`src/rtl/dplr_pkg.sv`:
```
// Purpose: Constants for the downstream port link and device status registers.
// Assumes: Configuration offsets are byte offsets into one port's space.
// Notes:   Dword addresses select a 32-bit word; byte enables pick lanes.
package dplr_pkg;

    // ------------------------------------------------------------------
    // Register offsets
    // ------------------------------------------------------------------
    localparam logic [7:0] DEV_STATUS_OFS = 8'h9A;
    localparam logic [7:0] LINK_CAP_OFS   = 8'h9C;
    localparam logic [7:0] LINK_CTRL_OFS  = 8'hA0;
    localparam logic [7:0] LINK_STAT_OFS  = 8'hA2;

    // ------------------------------------------------------------------
    // Device status field positions
    // ------------------------------------------------------------------
    localparam int DS_NP_OUT_BIT = 5;
    localparam int DS_AUX_BIT    = 4;
    localparam int DS_UR_BIT     = 3;
    localparam int DS_FAT_BIT    = 2;
    localparam int DS_NFAT_BIT   = 1;
    localparam int DS_CORR_BIT   = 0;
    // The status word sits in the upper half of its dword.
    localparam int DS_WORD_LSB   = 16;

    // ------------------------------------------------------------------
    // Link capability fields and fixed codes
    // ------------------------------------------------------------------
    localparam int LC_PORT_LSB  = 24;
    localparam int LC_ACT_BIT   = 20;
    localparam int LC_SDN_BIT   = 19;
    localparam int LC_CLKREQ_BIT = 18;
    localparam int LC_L1_LSB    = 15;
    localparam int LC_L0S_LSB   = 12;
    localparam int LC_ASPM_LSB  = 10;
    localparam int LC_WIDTH_LSB = 4;
    localparam int LC_SPEED_LSB = 0;
    localparam logic [1:0] ASPM_SUPPORT_CODE = 2'h3;
    localparam logic [5:0] WIDTH_X1_CODE     = 6'h01;
    localparam logic [3:0] SPEED_2G5_CODE    = 4'h1;

    // ------------------------------------------------------------------
    // Link control fields
    // ------------------------------------------------------------------
    localparam int LK_CLKREQ_BIT   = 8;
    localparam int LK_XSYNC_BIT    = 7;
    localparam int LK_COMCLK_BIT   = 6;
    localparam int LK_RETRAIN_BIT  = 5;
    localparam int LK_OFF_BIT      = 4;
    localparam int LK_BOUNDARY_BIT = 3;
    localparam int LK_ASPM_LSB     = 0;
    localparam logic [15:0] LINK_CTRL_RST = 16'h0000;

    // ------------------------------------------------------------------
    // Link status fields
    // ------------------------------------------------------------------
    localparam int ST_DLA_BIT    = 13;
    localparam int ST_REFCLK_BIT = 12;
    localparam int ST_TRN_BIT    = 11;
    localparam int ST_WIDTH_LSB  = 4;
    localparam int ST_SPEED_LSB  = 0;

    // Active state PM control encodings.
    typedef enum logic [1:0] {
        DPLR_ASPM_OFF  = 2'h0,
        DPLR_ASPM_L0S  = 2'h1,
        DPLR_ASPM_RSVD = 2'h2,
        DPLR_ASPM_BOTH = 2'h3
    } dplr_aspm_t;

endpackage

```
`src/rtl/dplr_regs.sv`:
```
// Purpose: Device status and link registers of one switch downstream port.
// Assumes: Configuration accesses are synchronous single-cycle strobes.
// Notes:   Read data is registered and valid one cycle after cfg_rd.
`timescale 1ns/1ns
`default_nettype none

module dplr_regs #(
    parameter int PORT_INDEX = 1,
    parameter int NP_CNT_W   = 5,
    parameter int RELOCK_ADD = 1
) (
    input  wire logic              mclk,
    input  wire logic              srst,
    // Configuration access from the upstream host path.
    input  wire logic              cfg_wr,
    input  wire logic              cfg_rd,
    input  wire logic [7:0]        cfg_addr,
    input  wire logic [3:0]        cfg_be,
    input  wire logic [31:0]       cfg_wdata,
    output logic [31:0]            cfg_rdata,
    output logic                   cfg_rvalid,
    // Status sources.
    input  wire logic              np_issue,
    input  wire logic              np_complete,
    input  wire logic              chip_aux_present,
    input  wire logic              ur_cpl_sent,
    input  wire logic              fatal_err_det,
    input  wire logic              nonfatal_err_det,
    input  wire logic              corr_err_det,
    input  wire logic              active_report_cfg,
    input  wire logic [2:0]        pm_l1_exit_cfg,
    input  wire logic [2:0]        pm_l0s_exit_cfg,
    input  wire logic [2:0]        endpoint_l1_base,
    input  wire logic              dl_state_active,
    input  wire logic              ltssm_cfg_or_rec,
    // Controls to the link.
    output logic                   nonposted_outstanding,
    output logic                   retrain_trigger,
    output logic                   link_off_bit,
    output logic                   clkreq_enable,
    output logic                   extended_sync,
    output logic                   common_refclk_config,
    output logic                   aspm_l0s_allow,
    output logic                   aspm_l1_allow,
    output logic [2:0]             endpoint_l1_accept,
    output logic                   training_active
);
    import dplr_pkg::*;

    // Parameter values that the fields cannot hold stop elaboration.
    if (PORT_INDEX < 1 || PORT_INDEX > 3) begin : g_bad_port
        $error("PORT_INDEX must be 1, 2 or 3");
    end
    if (NP_CNT_W < 1 || RELOCK_ADD < 0 || RELOCK_ADD > 7) begin : g_bad_cnt
        $error("NP_CNT_W or RELOCK_ADD out of range");
    end

    // ------------------------------------------------------------------
    // Address decode
    // ------------------------------------------------------------------
    logic sel_ds;
    logic sel_lcap;
    logic sel_lk;
    assign sel_ds   = cfg_addr[7:2] == DEV_STATUS_OFS[7:2];
    assign sel_lcap = cfg_addr[7:2] == LINK_CAP_OFS[7:2];
    assign sel_lk   = cfg_addr[7:2] == LINK_CTRL_OFS[7:2];

    // ------------------------------------------------------------------
    // Device status state
    // ------------------------------------------------------------------
    logic [NP_CNT_W-1:0] np_cnt_q;
    logic [NP_CNT_W-1:0] np_cnt_d;
    logic [3:0]          err_q;
    logic [3:0]          err_d;
    logic [3:0]          err_set;
    logic [3:0]          err_clr;

    assign err_set = {ur_cpl_sent, fatal_err_det, nonfatal_err_det,
                      corr_err_det};
    // The device status word sits in byte lanes 2 and 3 of its dword.
    assign err_clr = (cfg_wr && sel_ds && cfg_be[2]) ?
                     cfg_wdata[DS_WORD_LSB +: 4] : 4'h0;

    always_comb begin
        np_cnt_d = np_cnt_q;
        if (np_issue && !np_complete && !(&np_cnt_q)) begin
            np_cnt_d = np_cnt_q + 1'b1;
        end else if (np_complete && !np_issue && (|np_cnt_q)) begin
            np_cnt_d = np_cnt_q - 1'b1;
        end
        // Setting wins over a write-one clear in the same cycle.
        err_d = (err_q & ~err_clr) | err_set;
    end

    always_ff @(posedge mclk) begin
        if (srst) begin
            np_cnt_q <= '0;
            err_q    <= 4'h0;
        end else begin
            np_cnt_q <= np_cnt_d;
            err_q    <= err_d;
        end
    end

    assign nonposted_outstanding = |np_cnt_q;

    // ------------------------------------------------------------------
    // Link control state
    // ------------------------------------------------------------------
    logic       ctl_clkreq_q;
    logic       ctl_clkreq_d;
    logic       ctl_xsync_q;
    logic       ctl_xsync_d;
    logic       ctl_comclk_q;
    logic       ctl_comclk_d;
    logic       ctl_off_q;
    logic       ctl_off_d;
    logic [1:0] ctl_aspm_q;
    logic [1:0] ctl_aspm_d;
    logic       retrain_q;
    logic       retrain_d;
    logic       lk_wr0;
    logic       lk_wr1;

    assign lk_wr0 = cfg_wr && sel_lk && cfg_be[0];
    assign lk_wr1 = cfg_wr && sel_lk && cfg_be[1];

    always_comb begin
        ctl_clkreq_d = ctl_clkreq_q;
        ctl_xsync_d  = ctl_xsync_q;
        ctl_comclk_d = ctl_comclk_q;
        ctl_off_d    = ctl_off_q;
        ctl_aspm_d   = ctl_aspm_q;
        retrain_d    = 1'b0;
        if (lk_wr1) begin
            ctl_clkreq_d = cfg_wdata[LK_CLKREQ_BIT];
        end
        if (lk_wr0) begin
            ctl_xsync_d  = cfg_wdata[LK_XSYNC_BIT];
            ctl_comclk_d = cfg_wdata[LK_COMCLK_BIT];
            ctl_off_d    = cfg_wdata[LK_OFF_BIT];
            ctl_aspm_d   = cfg_wdata[LK_ASPM_LSB +: 2];
            retrain_d    = cfg_wdata[LK_RETRAIN_BIT];
        end
    end

    always_ff @(posedge mclk) begin
        if (srst) begin
            ctl_clkreq_q <= LINK_CTRL_RST[LK_CLKREQ_BIT];
            ctl_xsync_q  <= LINK_CTRL_RST[LK_XSYNC_BIT];
            ctl_comclk_q <= LINK_CTRL_RST[LK_COMCLK_BIT];
            ctl_off_q    <= LINK_CTRL_RST[LK_OFF_BIT];
            ctl_aspm_q   <= LINK_CTRL_RST[LK_ASPM_LSB +: 2];
            retrain_q    <= 1'b0;
        end else begin
            ctl_clkreq_q <= ctl_clkreq_d;
            ctl_xsync_q  <= ctl_xsync_d;
            ctl_comclk_q <= ctl_comclk_d;
            ctl_off_q    <= ctl_off_d;
            ctl_aspm_q   <= ctl_aspm_d;
            retrain_q    <= retrain_d;
        end
    end

    assign retrain_trigger      = retrain_q;
    assign link_off_bit         = ctl_off_q;
    assign clkreq_enable        = ctl_clkreq_q;
    assign extended_sync        = ctl_xsync_q;
    assign common_refclk_config = ctl_comclk_q;

    // The reserved code 10 permits no entry at all.
    always_comb begin
        aspm_l0s_allow = 1'b0;
        aspm_l1_allow  = 1'b0;
        case (dplr_aspm_t'(ctl_aspm_q))
            DPLR_ASPM_L0S: begin
                aspm_l0s_allow = 1'b1;
            end
            DPLR_ASPM_BOTH: begin
                aspm_l0s_allow = 1'b1;
                aspm_l1_allow  = 1'b1;
            end
            default: begin
                aspm_l0s_allow = 1'b0;
            end
        endcase
    end

    // Clock request relock time widens the endpoint L1 acceptance,
    // saturating at the largest code.
    logic [3:0] l1_sum;
    assign l1_sum = {1'b0, endpoint_l1_base} + 4'(RELOCK_ADD);
    assign endpoint_l1_accept = !ctl_clkreq_q ? endpoint_l1_base :
                                (l1_sum[3] ? 3'h7 : l1_sum[2:0]);

    // ------------------------------------------------------------------
    // Link training status
    // ------------------------------------------------------------------
    logic in_cr_q;
    logic in_cr_d;
    logic trn_q;
    logic trn_d;

    always_comb begin
        in_cr_d = ltssm_cfg_or_rec;
        trn_d   = trn_q;
        if (in_cr_q && !ltssm_cfg_or_rec) begin
            trn_d = 1'b0;
        end
        if ((ltssm_cfg_or_rec && !in_cr_q) || retrain_q) begin
            trn_d = 1'b1;
        end
    end

    always_ff @(posedge mclk) begin
        if (srst) begin
            in_cr_q <= 1'b0;
            trn_q   <= 1'b0;
        end else begin
            in_cr_q <= in_cr_d;
            trn_q   <= trn_d;
        end
    end

    assign training_active = trn_q;

    // ------------------------------------------------------------------
    // Read images
    // ------------------------------------------------------------------
    logic [15:0] dev_status;
    logic [31:0] link_cap;
    logic [15:0] link_ctrl;
    logic [15:0] link_stat;

    always_comb begin
        dev_status              = 16'h0000;
        dev_status[DS_NP_OUT_BIT] = nonposted_outstanding;
        dev_status[DS_AUX_BIT]    = chip_aux_present;
        dev_status[DS_UR_BIT:DS_CORR_BIT] = err_q;

        link_cap = 32'h0000_0000;
        link_cap[LC_PORT_LSB +: 8]  = 8'(PORT_INDEX);
        link_cap[LC_ACT_BIT]        = active_report_cfg;
        link_cap[LC_SDN_BIT]        = active_report_cfg;
        link_cap[LC_CLKREQ_BIT]     = 1'b1;
        link_cap[LC_L1_LSB +: 3]    = pm_l1_exit_cfg;
        link_cap[LC_L0S_LSB +: 3]   = pm_l0s_exit_cfg;
        link_cap[LC_ASPM_LSB +: 2]  = ASPM_SUPPORT_CODE;
        link_cap[LC_WIDTH_LSB +: 6] = WIDTH_X1_CODE;
        link_cap[LC_SPEED_LSB +: 4] = SPEED_2G5_CODE;

        link_ctrl                   = 16'h0000;
        link_ctrl[LK_CLKREQ_BIT]    = ctl_clkreq_q;
        link_ctrl[LK_XSYNC_BIT]     = ctl_xsync_q;
        link_ctrl[LK_COMCLK_BIT]    = ctl_comclk_q;
        link_ctrl[LK_OFF_BIT]       = ctl_off_q;
        link_ctrl[LK_BOUNDARY_BIT]  = 1'b0;
        link_ctrl[LK_ASPM_LSB +: 2] = ctl_aspm_q;

        link_stat                    = 16'h0000;
        link_stat[ST_DLA_BIT]  = active_report_cfg && dl_state_active;
        link_stat[ST_REFCLK_BIT]     = 1'b1;
        link_stat[ST_TRN_BIT]        = trn_q;
        link_stat[ST_WIDTH_LSB +: 6] = WIDTH_X1_CODE;
        link_stat[ST_SPEED_LSB +: 4] = SPEED_2G5_CODE;
    end

    // ------------------------------------------------------------------
    // Read port
    // ------------------------------------------------------------------
    logic [31:0] rdata_d;
    logic [31:0] rdata_q;
    logic        rvalid_q;

    // Device control in the low half of the status dword lives elsewhere
    // and reads zero here, as does any unmapped dword.
    always_comb begin
        rdata_d = 32'h0000_0000;
        if (cfg_rd) begin
            if (sel_ds) begin
                rdata_d = {dev_status, 16'h0000};
            end else if (sel_lcap) begin
                rdata_d = link_cap;
            end else if (sel_lk) begin
                rdata_d = {link_stat, link_ctrl};
            end
        end
    end

    always_ff @(posedge mclk) begin
        if (srst) begin
            rdata_q  <= 32'h0000_0000;
            rvalid_q <= 1'b0;
        end else begin
            rdata_q  <= rdata_d;
            rvalid_q <= cfg_rd;
        end
    end

    assign cfg_rdata  = rdata_q;
    assign cfg_rvalid = rvalid_q;

endmodule

`default_nettype wire

```
`config.mk`:
```
export PLATFORM = sky130hd
export DESIGN_NAME = dplr_regs
export DESIGN_NICKNAME = d
export VERILOG_FILES = /design/src/rtl/dplr_pkg.sv /design/src/rtl/dplr_regs.sv
export SDC_FILE = /design/constraint.sdc
export NUM_CORES = 1
export LEC_CHECK = 0
export CORE_MARGIN = 3
export CORE_UTILIZATION = 66
export CTS_CLUSTER_SIZE = 10
export DETAILED_ROUTE_END_ITERATION = 8
export DONT_BUFFER_PORTS = 1
export PLACE_DENSITY_LB_ADDON = 0.08
export SLEW_MARGIN = 10
export SYNTH_ARGS = -nofsm -noshare
export SYNTH_HDL_FRONTEND = slang
export SYNTH_SLANG_ARGS = --single-unit
```
`constraint.sdc`:
```
create_clock -name mclk -period 3.85 [get_ports mclk]
set_input_delay 0.385 -clock mclk [delete_from_list [all_inputs] [get_ports mclk]]
set_output_delay 0.385 -clock mclk [all_outputs]
set_load 0.01 [all_outputs]
```
### Word-level counts from Yosys, hierarchy flattened

Cells that the tools add are included.

* input bits: 67
* output and inout bits: 45
* bits in registers: 49

* add/sub/neg operators: 3
* reductions and logical operators: 28
* mux-type cells: 12
* equality and inequality tests: 5
* bitwise operators: 6

Operators by type and width (count)
* $mux W29: 1
* $mux W25: 1
* $mux W22: 1
* $eq A6 B6 Y1 const B: 3
* $logic_and A1 B1 Y1: 12
* $mux W5: 2
* $reduce_or A5 Y1: 2
* $mux W3: 2
* $reduce_or A2 Y1: 3
* $add A5 B1 Y5 const B: 1
* $logic_not A1 Y1: 5
* $reduce_and A5 Y1: 1
* $sub A5 B1 Y5 const B: 1
* $add A3 B1 Y4 const B: 1
* $and A4 B4 Y4: 1
* $mux W1: 4
* $mux W4: 1
* $not A4 Y4: 1
* $or A4 B4 Y4: 1
* $reduce_bool A2 Y1: 2
* $reduce_or A4 Y1: 1
* $not A1 Y1: 3
* $reduce_or A3 Y1: 1
* $eq A2 B1 Y1 const B: 1
* 2 further kinds: 2

### Depth between registers and ports, before layout

* word-level depth: 7
* depth in mapped cells: 8
* gate-level depth less buffers: 8

### Least setup slack after synthesis

No wires, ideal clock.

* path type: flip-flop to flip-flop
* start point: register np_cnt_q[0]
* end point: register np_cnt_q[4]
* data required time: 3716 ps
* data arrival time: 2098 ps
* stages on the path, launching flop included: 9
* setup slack: 1618 ps
* path buffers: 0
* cells stage by stage: dfxtp_1 > inv_2 > o21ai_2 > inv_2 > fa_1 > nand2b_1 > a21oi_2 > nor4b_1 > or4_1

* word-level cells in the longest chain between the ends: 4
* elaborated cells between the ends (all ways): 10
* classes of those cells: 2 x add/sub; 2 x mux; 6 x reduce/logical

Ends and longest elaborated chain
* start, declared: line dplr_regs.sv:71 `logic [NP_CNT_W-1:0] np_cnt_q;`
* start signal, assigned: line dplr_regs.sv:100 `np_cnt_q <= np_cnt_d;`
* parallel branches: the longest is 4 deep, another holds $sub A5 B1 Y5

Several ways; the timed one is not identified. The select of a mux whose other input is x is not followed.
A chain may end at the register's enable or synchronous reset.

### Worst setup path after layout

Ends and elaborated chain as after synthesis.

==> qor.txt <==
Slew @ Worst Pin = 1080 ps
sequential cell area = 781 um^2
H-tree lvl count = 2
Hold Startpoint = srst
required time of the critical path = 4080 ps
Final GP Congestion = 0.847
drt first-iter violations = 26
area of the multi-input gates = 791 um^2
DRC violations left = 0
fraction of layout cells with a size suffix above 1 = 9.94%
global-route wire length before repair = 5160 um
Die ar. = 3200 um^2
Worst EP arrival = 2700 ps
leak pwr = 0.781 nW
Netlist Area Pre-Place = 1690 um^2
Fillers = 160
CP Max Fanout = 9
Setup Fix Bufs, Post-CTS = 0
Yosys reg bits = 39
largest area contributor in the netlist = dfxtp_1
Final Critical Period = 2470 ps
HPWL Detailed = 2590 um
placed cell area = 1640 um^2
Synth top area share = 46.2%
Synth warnings = 0
IO Pins = 112
final WL = 3260 um
largest net degree at the start of global routing = 24
antenna cells = 0
maxcap violations = 0
vias per cell = 5.92
Hold/Removal Path Class = input port to flop
Worst Setup End Kind = flop
initial antenna violation count = 0
Startpoint Class = flop
vias post-DR = 1179
max_slew headroom = 27.9%
Final period util = 64.2%
drt pass-1 iters = 4
pwr dens = 482 nW/um^2
Skew-Pair Late Insertion Delay = 340 ps
CTS Buf Count = 5
total grt overflow = 0
Die X = 56.6 um
# port buffers = 0
CTS Hold Buffers Added = 0
number of global-route vias before repair = 1184
most common cell after layout, fill and taps aside = dfxtp_1
Total Nets Final = 242
setup ws final = 1380 ps
worst vdd ir = 387 uV
Seq/Total Area, Yosys = 46.2%
post-route cell area = 1720 um^2
setup repair after global routing missed its margin = false
setup violators final = 0
reg2reg start = np_cnt_q[0]
Fmax achieved = 405 MHz
worst setup path class = flop to flop
Root Buffer = clkbuf_4
Max clock buf depth = 2
post-synthesis cell count = 172
ys flop type = dfxtp_1
status = complete, no violations
r2r setup slk = 1380 ps
Setup TNS Final = 0 ps
max-slew violations = 0
Hold Vio Cnt, Final = 0
CP Launch Point = np_cnt_q[0]
number of distinct library cells after synthesis = 46
clk sinks = 39
Row Count = 17
Core Util, Final = 74.3%
clk_skew = 6.88 ps
Area growth syn-to-layout = 1.85%
CTS tree = yes
Post-synth EDFFs = 0
die height = 56.6 um
asr flop ratio synth = 0%
Clock transition at path regs = 120 ps
Starting Density = 72.9%
most frequent cells in the layout = dfxtp_1, nor2_1, and2_1, conb_1, inv_1
GRT Total Usage = 20.9%
Post-CTS Resized = 0
CORE AREA = 2320 um^2
largest cells by area after synthesis = dfxtp_1, buf_4, and2_1
Mean Syn Cell Area = 9.83 um^2
WL/cell = 16.4 um
Final ANT Viol Nets = 0
DP Worst Slack = 1380 ps
==> metal layers <==
layer  track usage [%]  routed length (um)  vias up  share of wire (%)
met5                 0                   0        -                  0
met4              11.2                  71        0                2.2
met3              6.90                 404        9                 12
met2              36.8                1610       70                 49
met1              21.5                1180      534                 36
li1                  -                   -      566                  -
==> synthesized netlist by cell type (2+ instances only) <==
library cell and number:
nand2b_1 2, inv_2 2, a221o_1 2, nor2b_1 4, inv_1 7, a21o_1 3, a22o_1 3, a21oi_1 6
ha_1 4, and3_1 2, a211oi_1 2, and2_1 11, nor2_1 17, nand2_1 5, nor3_1 4, clkbuf_1 4
mux2i_1 6, a311oi_1 4, nor3b_1 5, nor4b_1 2, dfxtp_1 39, buf_4 12, nand3_1 3
==> stage by stage <==
| stage | hold slack (ps) | instances | power, mW |
|---|---|---|---|
| global route | 76.6 | 199 | 0.869 |
| detailed placement | 461 | 191 | 0.568 |
| global placement | 434 | 191 | 0.560 |
| finish | 95.3 | 199 | 0.829 |
| CTS | 85.9 | 199 | 0.832 |
| floorplan | 427 | 181 | 0.558 |
==> power breakdown <==
| part | total, mW | switching, mW | internal [mW] |
|---|---|---|---|
| registers | 0.439 | 0.0190 | 0.420 |
| logic | 0.120 | 0.0630 | 0.0571 |
| clock network | 0.270 | 0.133 | 0.137 |
| total | 0.829 | 0.215 | 0.614 |
==> cell families after synthesis <==
logic type | synth area share, %
buffers and inverters | 9.33
adders and majority gates | 4.74
and+or+nand+nor | 22.7
muxes | 4.22
other | 0.222
xor gates and xnor gates | 0.518
AOI/OAI and AO/OA | 12.1
DFF | 46.2
==> final timing paths <==
kind | to | cells past startpoint
worst min register to register | cfg_rdata[16] | 1
worst max register to register | np_cnt_q[4] | 8
worst min-delay path | clkreq_enable | 1
worst max-delay path | np_cnt_q[4] | 8
==> worst max-delay path: stages (launching register included) <==
cell and delay [ps]:
dfxtp_1 480, inv_2 100, o21ai_2 360, inv_2 110
fa_1 420, nand2b_1 180, a21oi_2 180, nor4b_1 70
or4_1 460
==> flip-flops by register name, indices dropped and copies added, names as in the netlist <==
register,flops
cfg_rdata,20
cfg_rvalid,1
clkreq_enable,1
common_refclk_config,1
ctl_aspm_q,2
err_q,4
extended_sync,1
in_cr_q,1
link_off_bit,1
np_cnt_q,5
retrain_trigger,1
training_active,1
==> cell type report <==
class                   instances  area share (%)
clock buffers                   5            2.18
clock inverters                 3            2.54
inverters                       9            1.96
multi-input cells             115            45.9
flip-flops and latches         39            45.3
well taps                      28            2.03
Note: power is estimated with default switching activity, not from simulation.
